<file path="src/black_cal_pkg.sv">
package black_cal_pkg;
  // Printed offsets are register indexes; byte address is four times the index
  localparam logic [4:0] IDX_CTRL = 5'h00;
  localparam logic [4:0] IDX_LINES = 5'h01;
  localparam logic [4:0] IDX_BCFG = 5'h02;
  localparam logic [4:0] IDX_TGT = 5'h03;
  localparam logic [4:0] IDX_STAT = 5'h1e;
  localparam logic [4:0] IDX_PAGE = 5'h1f;
  localparam logic [3:0] CAL_PAGE = 4'h2;
  localparam logic [7:0] CTRL_RST = 8'h00;
  localparam logic [7:0] LINES_RST = 8'h00;
  localparam logic [7:0] BCFG_RST = 8'h14;
  localparam logic [7:0] TGT_RST = 8'h40;
  localparam logic [3:0] PAGE_RST = 4'h0;
  localparam int BYPASS_BIT = 2;
  localparam int MODE_LSB = 0;
  localparam int DSCALE_LSB = 4;
  localparam int ASCALE_LSB = 2;
  localparam int NPIX_LSB = 0;
  localparam logic [7:0] LINES_INFINITE = 8'hff;
  localparam logic [7:0] LINES_RESERVED = 8'h00;
  localparam int TARGET_SHIFT = 5;
  localparam int NPIX_BASE_LOG2 = 2;
  localparam int ANA_SHIFT = 4;
  localparam int DOFS_W = 12;
  localparam int AOFS_W = 10;
  localparam logic [1:0] RESP_OKAY = 2'b00;
  localparam logic [1:0] RESP_SLVERR = 2'b10;

  typedef enum logic [1:0] {
    CAL_BLACK_ONLY,
    CAL_WHITE_FULL,
    CAL_WHITE_FINE,
    CAL_RESERVED
  } cal_mode_t;

  typedef enum logic {ST_IDLE, ST_RUN} cal_state_t;

  typedef struct packed {
    cal_mode_t mode;
    logic digital_offset_bypass;
    logic [7:0] lines;
    logic [1:0] digital_offset_step_scale;
    logic [1:0] analog_offset_step_scale;
    logic [1:0] black_pixels;
    logic [7:0] target;
  } cal_cfg_t;

  typedef struct packed {
    logic valid;
    logic black;
    logic line_end;
    logic [15:0] data;
  } pix_t;
endpackage

</file>
<file path="src/black_cal_config_regs.sv">
// Our own choice: the AXI4-Lite slave port.
`timescale 1ns/10ps
// Summary of operation
// - Bypass bit clear adds digital offset to output; set passes samples uncorrected.
// - Mode field picks black only, white full search, white fine; 11 reserved.
// - Line count 1..254 runs that many lines, 255 forever, 0 reserved.
// - Digital step scaling: single LSB, one half, one quarter, one eighth.
// - Analog step scaling: error divided by 16 at 00, then a further half, quarter, eighth.
// - Black pixels averaged per line: 4, 8, 16 or 32.
// - Black target on 11-bit scale, times 32 on 16-bit scale; reset 64.
// - Registers other than page select reachable only while page select at index 1F holds 2.
module black_cal_config_regs
(
  input wire logic aclk,
  input wire logic aresetn,
  input wire logic [6:0] s_axi_awaddr,
  input wire logic s_axi_awvalid,
  output logic s_axi_awready,
  input wire logic [31:0] s_axi_wdata,
  input wire logic [3:0] s_axi_wstrb,
  input wire logic s_axi_wvalid,
  output logic s_axi_wready,
  output logic [1:0] s_axi_bresp,
  output logic s_axi_bvalid,
  input wire logic s_axi_bready,
  input wire logic [6:0] s_axi_araddr,
  input wire logic s_axi_arvalid,
  output logic s_axi_arready,
  output logic [31:0] s_axi_rdata,
  output logic [1:0] s_axi_rresp,
  output logic s_axi_rvalid,
  input wire logic s_axi_rready,
  input wire black_cal_pkg::pix_t pix_in,
  input wire logic cal_start,
  output black_cal_pkg::pix_t front_end_output,
  output black_cal_pkg::cal_cfg_t cal_cfg,
  output logic cal_active,
  output logic signed [black_cal_pkg::DOFS_W-1:0] digital_offset_corrector,
  output logic signed [black_cal_pkg::AOFS_W-1:0] analog_offset_corrector
);
  import black_cal_pkg::*;

  logic [7:0] ctrl_q, lines_q, bcfg_q, tgt_q;
  logic [3:0] page_q;
  logic aw_held_q, w_held_q, w_lane_q, avg_ok_q, do_write, wr_ok, rd_ok;
  logic [4:0] aw_idx_q, ar_idx;
  logic [7:0] w_byte_q;
  logic [31:0] rd_word;
  cal_state_t state_q;
  logic [7:0] done_lines_q;
  logic [5:0] pix_cnt_q;
  logic [20:0] sum_q;
  logic [15:0] avg_q;
  logic [5:0] npix;
  logic signed [17:0] err, dstep, astep, dsum, asum, corr;

  // Register index decode, gated by the page select
  function automatic logic mapped(input logic [4:0] idx, input logic [3:0] pg);
    logic hit;
    hit = (idx == IDX_PAGE);
    if (pg == CAL_PAGE)
      hit = hit || idx == IDX_CTRL || idx == IDX_LINES || idx == IDX_BCFG
            || idx == IDX_TGT || idx == IDX_STAT;
    return hit;
  endfunction

  assign do_write = aw_held_q && w_held_q && !s_axi_bvalid;
  assign wr_ok = mapped(aw_idx_q, page_q) && aw_idx_q != IDX_STAT;
  assign ar_idx = s_axi_araddr[6:2];
  assign rd_ok = mapped(ar_idx, page_q);

  // Address and data may arrive in either order; each is held until both exist
  always_ff @(posedge aclk)
  begin
    if (!aresetn)
    begin
      aw_held_q <= 1'b0;
      aw_idx_q <= 5'h00;
      s_axi_awready <= 1'b0;
    end
    else
    begin
      if (s_axi_awvalid && s_axi_awready)
      begin
        aw_held_q <= 1'b1;
        aw_idx_q <= s_axi_awaddr[6:2];
      end
      else if (do_write)
        aw_held_q <= 1'b0;
      s_axi_awready <= !aw_held_q && !s_axi_awready && !s_axi_bvalid
                       && s_axi_awvalid;
    end
  end

  always_ff @(posedge aclk)
  begin
    if (!aresetn)
    begin
      w_held_q <= 1'b0;
      w_byte_q <= 8'h00;
      w_lane_q <= 1'b0;
      s_axi_wready <= 1'b0;
    end
    else
    begin
      if (s_axi_wvalid && s_axi_wready)
      begin
        w_held_q <= 1'b1;
        w_byte_q <= s_axi_wdata[7:0];
        w_lane_q <= s_axi_wstrb[0];
      end
      else if (do_write)
        w_held_q <= 1'b0;
      s_axi_wready <= !w_held_q && !s_axi_wready && !s_axi_bvalid
                      && s_axi_wvalid;
    end
  end

  always_ff @(posedge aclk)
  begin
    if (!aresetn)
    begin
      s_axi_bvalid <= 1'b0;
      s_axi_bresp <= RESP_OKAY;
    end
    else if (do_write)
    begin
      s_axi_bvalid <= 1'b1;
      s_axi_bresp <= wr_ok ? RESP_OKAY : RESP_SLVERR;
    end
    else if (s_axi_bready)
      s_axi_bvalid <= 1'b0;
  end

  // Only byte lane 0 carries register data; bits above read as zero except in the status word
  always_ff @(posedge aclk)
  begin
    if (!aresetn)
    begin
      ctrl_q <= CTRL_RST;
      lines_q <= LINES_RST;
      bcfg_q <= BCFG_RST;
      tgt_q <= TGT_RST;
      page_q <= PAGE_RST;
    end
    else if (do_write && wr_ok && w_lane_q)
    begin
      unique case (aw_idx_q)
        IDX_PAGE: page_q <= w_byte_q[3:0];
        IDX_CTRL: ctrl_q <= {5'h00, w_byte_q[2:0]};
        IDX_LINES: lines_q <= w_byte_q;
        IDX_BCFG: bcfg_q <= {2'b00, w_byte_q[5:0]};
        IDX_TGT: tgt_q <= w_byte_q;
        default: ;
      endcase
    end
  end

  always_comb
  begin
    rd_word = 32'h0000_0000;
    unique case (ar_idx)
      IDX_PAGE: rd_word[3:0] = page_q;
      IDX_CTRL: rd_word[7:0] = ctrl_q;
      IDX_LINES: rd_word[7:0] = lines_q;
      IDX_BCFG: rd_word[7:0] = bcfg_q;
      IDX_TGT: rd_word[7:0] = tgt_q;
      IDX_STAT: rd_word = {6'h00, analog_offset_corrector, done_lines_q,
                           digital_offset_corrector[6:0], cal_active};
      default: ;
    endcase
    if (!rd_ok)
      rd_word = 32'h0000_0000;
  end

  always_ff @(posedge aclk)
  begin
    if (!aresetn)
    begin
      s_axi_arready <= 1'b0;
      s_axi_rvalid <= 1'b0;
      s_axi_rdata <= 32'h0000_0000;
      s_axi_rresp <= RESP_OKAY;
    end
    else
    begin
      s_axi_arready <= !s_axi_arready && !s_axi_rvalid && s_axi_arvalid;
      if (s_axi_arvalid && s_axi_arready)
      begin
        s_axi_rvalid <= 1'b1;
        s_axi_rdata <= rd_word;
        s_axi_rresp <= rd_ok ? RESP_OKAY : RESP_SLVERR;
      end
      else if (s_axi_rready)
        s_axi_rvalid <= 1'b0;
    end
  end

  assign cal_cfg = '{mode: cal_mode_t'(ctrl_q[MODE_LSB+:2]),
                     digital_offset_bypass: ctrl_q[BYPASS_BIT],
                     lines: lines_q,
                     digital_offset_step_scale: bcfg_q[DSCALE_LSB+:2],
                     analog_offset_step_scale: bcfg_q[ASCALE_LSB+:2],
                     black_pixels: bcfg_q[NPIX_LSB+:2],
                     target: tgt_q};

  // Reserved mode or reserved line count never starts a run
  always_ff @(posedge aclk)
  begin
    if (!aresetn)
    begin
      state_q <= ST_IDLE;
      done_lines_q <= 8'h00;
    end
    else
    begin
      unique case (state_q)
        ST_IDLE:
          if (cal_start && cal_cfg.mode != CAL_RESERVED
              && lines_q != LINES_RESERVED)
          begin
            state_q <= ST_RUN;
            done_lines_q <= 8'h00;
          end
        ST_RUN:
          if (pix_in.valid && pix_in.line_end)
          begin
            if (lines_q != LINES_INFINITE)
              done_lines_q <= done_lines_q + 8'h01;
            if (lines_q != LINES_INFINITE && done_lines_q + 8'h01 >= lines_q)
              state_q <= ST_IDLE;
          end
      endcase
    end
  end

  always_ff @(posedge aclk)
  begin
    if (!aresetn)
      cal_active <= 1'b0;
    else
      cal_active <= state_q == ST_RUN;
  end

  // Black pixel averaging over a power-of-two window
  assign npix = 6'(1 << (NPIX_BASE_LOG2 + int'(cal_cfg.black_pixels)));

  always_ff @(posedge aclk)
  begin
    if (!aresetn)
    begin
      pix_cnt_q <= 6'h00;
      sum_q <= 21'h000000;
      avg_q <= 16'h0000;
      avg_ok_q <= 1'b0;
    end
    else if (pix_in.valid && pix_in.line_end)
    begin
      pix_cnt_q <= 6'h00;
      sum_q <= 21'h000000;
      avg_ok_q <= 1'b0;
    end
    else if (pix_in.valid && pix_in.black && pix_cnt_q < npix)
    begin
      pix_cnt_q <= pix_cnt_q + 6'h01;
      sum_q <= sum_q + 21'(pix_in.data);
      if (pix_cnt_q + 6'h01 == npix)
      begin
        avg_q <= 16'((sum_q + 21'(pix_in.data)) >>
                 (NPIX_BASE_LOG2 + int'(cal_cfg.black_pixels)));
        avg_ok_q <= 1'b1;
      end
    end
  end

  assign err = 18'($signed({2'b00, 16'(tgt_q) << TARGET_SHIFT}))
               - $signed({2'b00, avg_q});

  // Digital step scale 00 moves one LSB for any nonzero error; other scales shift the error right
  always_comb
  begin
    if (cal_cfg.digital_offset_step_scale == 2'b00)
      dstep = (err > 0) ? 18'sd1 : (err < 0) ? -18'sd1 : 18'sd0;
    else
      dstep = err >>> cal_cfg.digital_offset_step_scale;
    astep = err >>> (ANA_SHIFT + int'(cal_cfg.analog_offset_step_scale));
  end

  assign dsum = 18'(digital_offset_corrector) + dstep;
  assign asum = 18'(analog_offset_corrector) + astep;

  // Loops saturate at their range ends rather than wrapping
  always_ff @(posedge aclk)
  begin
    if (!aresetn)
    begin
      digital_offset_corrector <= '0;
      analog_offset_corrector <= '0;
    end
    else if (state_q == ST_RUN && pix_in.valid && pix_in.line_end && avg_ok_q)
    begin
      if (dsum > $signed((DOFS_W+2)'({1'b0, {(DOFS_W-1){1'b1}}})))
        digital_offset_corrector <= {1'b0, {(DOFS_W-1){1'b1}}};
      else if (dsum < -$signed((DOFS_W+2)'({1'b1, {(DOFS_W-1){1'b0}}})))
        digital_offset_corrector <= {1'b1, {(DOFS_W-1){1'b0}}};
      else
        digital_offset_corrector <= DOFS_W'(dsum);
      if (asum > $signed((AOFS_W+2)'({1'b0, {(AOFS_W-1){1'b1}}})))
        analog_offset_corrector <= {1'b0, {(AOFS_W-1){1'b1}}};
      else if (asum < -$signed((AOFS_W+2)'({1'b1, {(AOFS_W-1){1'b0}}})))
        analog_offset_corrector <= {1'b1, {(AOFS_W-1){1'b0}}};
      else
        analog_offset_corrector <= AOFS_W'(asum);
    end
  end

  assign corr = $signed({2'b00, pix_in.data}) + 18'(digital_offset_corrector);

  always_ff @(posedge aclk)
  begin
    if (!aresetn)
      front_end_output <= '0;
    else
    begin
      front_end_output.valid <= pix_in.valid;
      front_end_output.black <= pix_in.black;
      front_end_output.line_end <= pix_in.line_end;
      if (cal_cfg.digital_offset_bypass)
        front_end_output.data <= pix_in.data;
      else if (corr < 0)
        front_end_output.data <= 16'h0000;
      else if (corr > 18'sh0ffff)
        front_end_output.data <= 16'hffff;
      else
        front_end_output.data <= corr[15:0];
    end
  end
endmodule // black_cal_config_regs

</file>
<file path="config.mk">
export PLATFORM = sky130hd
export DESIGN_NAME = black_cal_config_regs
export DESIGN_NICKNAME = d
export VERILOG_FILES = /design/src/black_cal_pkg.sv /design/src/black_cal_config_regs.sv
export SDC_FILE = /design/constraint.sdc
export NUM_CORES = 1
export LEC_CHECK = 0
export BUFFER_PORTS_ARGS = -buffer_cell sky130_fd_sc_hd__buf_4
export CAP_MARGIN = 15
export CELL_PAD_IN_SITES_DETAIL_PLACEMENT = 1
export CELL_PAD_IN_SITES_GLOBAL_PLACEMENT = 1
export CORE_UTILIZATION = 39
export DETAILED_ROUTE_END_ITERATION = 7
export HOLD_SLACK_MARGIN = 0.06
export PLACE_DENSITY_LB_ADDON = 0.1
export SKIP_LAST_GASP = 1
export SLEW_MARGIN = 10
export SYNTH_ARGS = -nofsm -noshare
export SYNTH_HDL_FRONTEND = slang
export SYNTH_SLANG_ARGS = --single-unit
</file>
<file path="constraint.sdc">
create_clock -name aclk -period 4.2 [get_ports aclk]
set_input_delay 0.63 -clock aclk [delete_from_list [all_inputs] [get_ports aclk]]
set_output_delay 0.63 -clock aclk [all_outputs]
set_load 0.03 [all_outputs]
</file>
; After elaboration in Yosys (flattened, before gate mapping)
; Index checks and enable logic that the tools add are counted.
[op_classes]
order_cmp = 10
addsub = 9
mul = 0
n_reduce_logical = 59
n_eq_ne = 18
div_mod_pow = 0
muxes = 33
bitwise = 3
shifts = 4
[ops]
columns = operator, count
row1 = 2-to-1 mux 18 bit, 4
row2 = 2-to-1 mux 16 bit, 3
row3 = 2-to-1 mux 32 bit, 1
row4 = left shift 1 x 32 -> 6 bit (first input constant), 1
row5 = logical AND 1 bit, 25
row6 = 2-to-1 mux 12 bit, 2
row7 = 2-to-1 mux 8 bit, 3
row8 = case mux 4 bit (6 select lines), 1
row9 = adder 21 x 16 -> 21 bit, 1
row10 = right shift 21 x 3 -> 16 bit, 1
row11 = equality test 5 x 2 -> 1 bit (second input constant), 4
row12 = equality test 5 bit (second input constant), 4
row13 = 2-to-1 mux 10 bit, 2
row14 = adder 10 x 18 -> 18 bit, 1
row15 = adder 12 x 18 -> 18 bit, 1
row16 = adder 17 x 12 -> 18 bit, 1
row17 = > comparator 18 x 10 -> 1 bit (second input constant), 1
row18 = > comparator 18 x 12 -> 1 bit (second input constant), 1
row19 = > comparator 18 x 17 -> 1 bit (second input constant), 1
row20 = less-than comparator 18 x 1 -> 1 bit (second input constant), 1
row21 = less-than comparator 18 x 10 -> 1 bit (second input constant), 1
row22 = less-than comparator 18 x 12 -> 1 bit (second input constant), 1
row23 = >>> shifter 17 x 2 -> 18 bit, 1
row24 = >>> shifter 17 x 4 -> 18 bit, 1
row25 = other kinds (31), 73
[totals]
regBits = 181
elab_cells = 167
memories = 0
input_bits = 77
ram_bits = 0
out_inout_bits = 108
rom_bits = 0
latchBits = 0

; Logic depth before layout (Yosys ltp)
[depth]
depth_word = 11
mapped_depth = 23
mapped_depth_nobuf = 21

; Worst setup path after synthesis
; Ideal clock, no wire load.
[synth_path]
path_kind = reg2reg
startpoint = register tgt_q[0]
endpoint = register digital_offset_corrector[1] (netlist bit)
t_required_ns = 4.066
stages_incl_launch_ff = 22
synth_period_minus_slack_ns = 4.583
path_buffers = 2
slack_ns = -0.383
arrival_time_ns = 4.449
setup_ns = 0.134
path_cell_list = dfxtp_1 > ha_1 > a31oi_1 > o21bai_1 > a2111o_1 > a31oi_1 > or3_1 > clkbuf_1 > nor3_1 > a21oi_1 > ha_1 > inv_1 > fa_1 > nor2b_1 > o31ai_1 > a21o_1 > a21oi_1 > nand3b_1 > nand3_1 > o31ai_1 > clkbuf_1 > o22ai_1
[synth_between]
elab_chain_len = 9
elab_cells_between_ends = 12
cone_classes = add/sub (2) / order compare (4) / shift (1) / mux (5)
[synth_lines]
columns = item, line
row1 = start: declaration, black_cal_config_regs.sv:43  ; logic [7:0] ctrl_q, lines_q, bcfg_q, tgt_q;
row2 = start signal: assignment, black_cal_config_regs.sv:153  ; IDX_TGT: tgt_q <= w_byte_q;
row3 = subtractor 13 x 16 -> 17 bit *, black_cal_config_regs.sv:277  ; - $signed({2'b00, avg_q});
row4 = less-than comparator 17 x 1 -> 1 bit, black_cal_config_regs.sv:283  ; dstep = (err > 0) ? 18'sd1 : (err < 0) ? -18'sd1 : 18'sd0;
row5 = 2-to-1 mux 18 bit (2 in a row), black_cal_config_regs.sv:283
row6 = 2-to-1 mux 18 bit *, black_cal_config_regs.sv:282  ; if (cal_cfg.digital_offset_step_scale == 2'b00)
row7 = adder 12 x 18 -> 18 bit *, black_cal_config_regs.sv:289  ; assign dsum = 18'(digital_offset_corrector) + dstep;
row8 = less-than comparator 18 x 12 -> 1 bit, black_cal_config_regs.sv:304  ; else if (dsum < -$signed((DOFS_W+2)'({1'b1, {(DOFS_W-1){1'b0}}})))
row9 = 2-to-1 mux 12 bit, black_cal_config_regs.sv:304
row10 = 2-to-1 mux 12 bit *, black_cal_config_regs.sv:302  ; if (dsum > $signed((DOFS_W+2)'({1'b0, {(DOFS_W-1){1'b1}}})))
row11 = end signal: assignment, black_cal_config_regs.sv:303  ; digital_offset_corrector <= {1'b0, {(DOFS_W-1){1'b1}}};
row12 = end signal: assignment, black_cal_config_regs.sv:305  ; digital_offset_corrector <= {1'b1, {(DOFS_W-1){1'b0}}};
row13 = end signal: assignment, black_cal_config_regs.sv:307  ; digital_offset_corrector <= DOFS_W'(dsum);
row14 = end: declaration, black_cal_config_regs.sv:38  ; output logic signed [black_cal_pkg::DOFS_W-1:0] digital_offset_corrector,
; Mark *: on every way between the ends. The rest lies on a longest branch, timed or not.
; A chain may end at the register's enable or synchronous reset.

; Final worst setup path
[layout_path]
startpoint = register avg_q[9]
endpoint = register digital_offset_corrector[10] (netlist bit)
[layout_between]
elab_chain_len = 9
elab_cells_between_ends = 12
cone_classes = add/sub (2) / order compare (4) / shift (1) / mux (5)
[layout_lines]
columns = item, line
row1 = start: declaration, black_cal_config_regs.sv:53  ; logic [15:0] avg_q;
row2 = start signal: assignment, black_cal_config_regs.sv:269  ; avg_q <= 16'((sum_q + 21'(pix_in.data)) >>
row3 = subtractor 13 x 16 -> 17 bit *, black_cal_config_regs.sv:277
row4 = less-than comparator 17 x 1 -> 1 bit, black_cal_config_regs.sv:283
row5 = 2-to-1 mux 18 bit (2 in a row), black_cal_config_regs.sv:283
row6 = 2-to-1 mux 18 bit *, black_cal_config_regs.sv:282
row7 = adder 12 x 18 -> 18 bit *, black_cal_config_regs.sv:289
row8 = less-than comparator 18 x 12 -> 1 bit, black_cal_config_regs.sv:304
row9 = 2-to-1 mux 12 bit, black_cal_config_regs.sv:304
row10 = 2-to-1 mux 12 bit *, black_cal_config_regs.sv:302
; Marked as above.

==> key figures <==
Run status
  • Status: complete, but fails checks
  • Violations in the final reports: setup timing

Synthesis
  • YS warnings: 0
  • Number of synthesized flops with an enable pin: 0
  • Post-Syn Instances: 1495
  • Flip-flop and latch count after synthesis: 173
  • Mapped cell area: 12100 sq um
  • Seq/Total Area, Yosys: 28.62%
  • Top cell type's share of synthesized area: 28.62%
  • Post-Syn Area per Cell: 8.095 sq um
  • Flip-flop cell with the highest count after synthesis: dfxtp_1
  • Cell types with the largest area share after synthesis: dfxtp_1, ha_1, a21oi_1
  • Fraction of registers with async set/reset: 0%
  • Post-synth top area cell: dfxtp_1
  • Synth unique cells: 79

Cells and area
  • Number of non-filler instances in the completed layout: 2169
  • Ratio of cells with drive above 1 in the final layout: 28.76%
  • Diodes inserted: 0
  • Nets@finish: 1929
  • Area added between synthesis and finish: 33.80%

STA
  • Transition time at the pin with the least slew margin: 1041 ps
  • Finish-stage setup viols: 21
  • Min setup slack post-route: -517.3 ps
  • Skew final: 18.41 ps
  • Min Tclk post-route: 4717 ps
  • Unrepaired setup endpoints after global routing: true
  • Highest achievable clock rate: 212.0 MHz
  • Crit share post-route: 112.3%
  • Max Transition Viols Final: 0
  • Hold Violations, Final: 0
  • Worst slew slack as a fraction of its limit: 30.44%
  • Hold slack final: 401.7 ps

Setup path
  • Startpoint Class: flip-flop
  • CP endpoint kind: flip-flop
  • Cells on worst reg2reg path: 22
  • R2R setup slack: -520 ps
  • Data required time of the worst path: 4580 ps
  • Data arrival at the endpoint of the critical path: 5090 ps
  • Worst R2R End: digital_offset_corrector[10]
  • CP max FO: 7
  • Critical path type: flip-flop to flip-flop
  • Reg2Reg Launch Point: avg_q[9]

Placed design
  • Inst Count DP: 2107
  • IO buf count: 145
  • Placed wire-length estimate after detailed placement: 31320 microns
  • Final weighted congestion of routability-driven global placement: 0.8866
  • DP Worst Slack: -480.5 ps

Route
  • DR iter-0 viols: 645
  • Post-route DRC violation count: 0
  • Average wire per standard cell: 20.34 microns
  • Antenna Violating Nets Remaining: 0
  • Overall routed net length: 44120 microns
  • Length of the first detailed-routing pass in iterations: 5
  • Routed vias: 12550
  • Via density per instance: 5.784

Hold path
  • Hold Crit Start: pix_in[16]
  • Min-delay worst type: input pin to flip-flop
  • Destination of the worst hold path: front_end_output[16]
  • Hold Path Depth: 2

Clock tree
  • TritonCTS buffer count: 17
  • Clock root cell: clkbuf_16
  • Worst-case clock buffer depth: 2
  • CTS Sinks: 173
  • Count of H-tree levels built during CTS: 4
  • Clock tree from TritonCTS: yes
  • Clock slew seen by the registers of the worst setup and hold paths: 70 ps
  • Hold buffer count at cts: 0
  • Clock latency of the later-clocked register in the worst-skew pair: 460 ps

Floorplanning
  • Row cnt: 64
  • # IOs: 185
  • Die Footprint: 31740 sq um
  • Core footprint: 30590 sq um
  • Width of the die: 178.2 microns
  • Initial Utilization: 39.56%
  • Height of the chip: 178.2 microns

Global routing
  • Overall overflow remaining after global route: 0
  • Largest net degree at the start of global routing: 42
  • Wire length of the first global-routing pass: 66100 microns
  • Overall Global Routing Usage: 26.44%
  • Vias in the first global route: 12470
  • Initial antenna violation count: 0

Power
  • Power Density: 230.9 nW/um^2
  • Static leakage: 6.756 nW
  • Worst IR Drop VDD: 0.2181 mV

Run
  • Maxcap violations: 0
cell families after synthesis:
logic type | share of synthesized area, %
buf+inv | 4.446
other cells | 0.06206
compound gates | 23.08
xor+xnor | 4.994
simple gates | 20.36
flops | 28.62
mux | 8.788
fa+ha+maj | 9.657
worst max-delay path, stage by stage, from the launching register on:
cell	delay [ps]
dfxtp_2	360
inv_2	50
ha_4	270
a21o_1	160
a21o_1	250
nor3_2	70
nor2_2	140
a31oi_2	120
or3_4	430
buf_12	160
mux4_2	510
ha_4	290
o21a_1	170
o21a_1	230
o2111ai_4	170
a41oi_4	270
buf_6	140
nor3_4	50
buf_6	120
nor4_4	210
a41oi_2	180
buf_6	190
o22ai_2	100
report_power, final:
group / internal (W) / switching [W]
clock network: 0.000839 / 0.000772
registers: 0.00167 / 0.0000224
logic: 0.000173 / 0.000266
layout make-up:
class	instances	area (sq um)
clock buffers	17	425.4
clock inverters	14	147.6
fillers	3631	14400
inverters	53	200.2
multi-input cells	1196	8974
flip-flops and latches	173	3472
well taps	396	495.5
repair buffers	320	2477
worst max path at each step:
| stage | cells past startpoint | endpoint | startpoint |
|---|---|---|---|
| 3_3_place_gp | 15 | analog_offset_corrector[5] | avg_q[9] |
| 3_5_place_dp | 20 | digital_offset_corrector[4] | avg_q[5] |
| 6_report | 22 | digital_offset_corrector[10] | avg_q[9] |
| 4_1_cts | 20 | digital_offset_corrector[10] | avg_q[2] |
| 2_1_floorplan | 19 | digital_offset_corrector[1] | tgt_q[4] |
| 5_1_grt | 22 | digital_offset_corrector[10] | avg_q[9] |
sequential cells by signal, indices dropped and copies added (netlist names), 10 cells and up:
register and cells:
s_axi_rdata 26, sum_q 21, front_end_output 19, avg_q 16
digital_offset_corrector 12, analog_offset_corrector 10
synth_stat cells, drive strengths merged, types with 5 or more instances:
| cell type | number |
|---|---|
| or3b | 5 |
| o2111ai | 6 |
| nand2b | 17 |
| nand4 | 15 |
| mux2i | 59 |
| ha | 87 |
| mux2 | 8 |
| inv | 53 |
| o31ai | 6 |
| a21o | 21 |
| a2111oi | 5 |
| o211ai | 27 |
| nor4 | 7 |
| nand3 | 51 |
| o21bai | 12 |
| a21oi | 122 |
| or3 | 9 |
| a211o | 6 |
| a22oi | 29 |
| xnor2 | 42 |
| dfxtp | 173 |
| a31oi | 7 |
| mux4 | 17 |
| nor4b | 8 |
| a211oi | 16 |
| clkbuf | 62 |
| buf | 18 |
| nand2 | 159 |
| xor2 | 27 |
| o21ai | 72 |
| o21a | 21 |
| o22ai | 17 |
| nor2b | 14 |
| nor3b | 5 |
| nor3 | 40 |
| and3 | 9 |
| nor2 | 141 |
| and2 | 14 |
| a221oi | 22 |
routing by layer:
layer  GRT usage (%)  share of wire [%]
met5               0                  0
met4           6.873                2.1
met3           3.474                3.3
met2           45.54                 50
met1           34.53                 45
cell usage in the layout, fill, tap and decap left out, types with 47 or more instances in the layout:
| master | instances |
|---|---|
| mux2i_1 | 57 |
| nand2_1 | 156 |
| a21oi_1 | 106 |
| ha_1 | 68 |
| dfxtp_1 | 166 |
| inv_1 | 49 |
| buf_4 | 306 |
| nor2_1 | 138 |
| nand3_1 | 47 |
| o21ai_0 | 62 |
per-stage QoR:
stage | instance area [sq um] | TNS, ps | total power (W) | utilization, %
finish | 16190 | -8937 | 0.003739 | 52.93
global route | 16190 | -12110 | 0.003880 | 52.93
CTS | 15590 | -3693 | 0.003764 | 50.98
detailed placement | 14560 | -8159 | 0.002155 | 47.61
global placement | 14560 | -5274 | 0.002142 | 47.61
floorplan | 12220 | 0 | 0.002000 | -
what timing repair did:
action | CTS | global route
gates resized for setup | 65 | 86
pin swaps | 28 | 41
setup buffers | 11 | 17
cloned | 3 | 1
setup endpoints to repair | 21 | 22
Note: power is estimated with default switching activity, not from simulation.
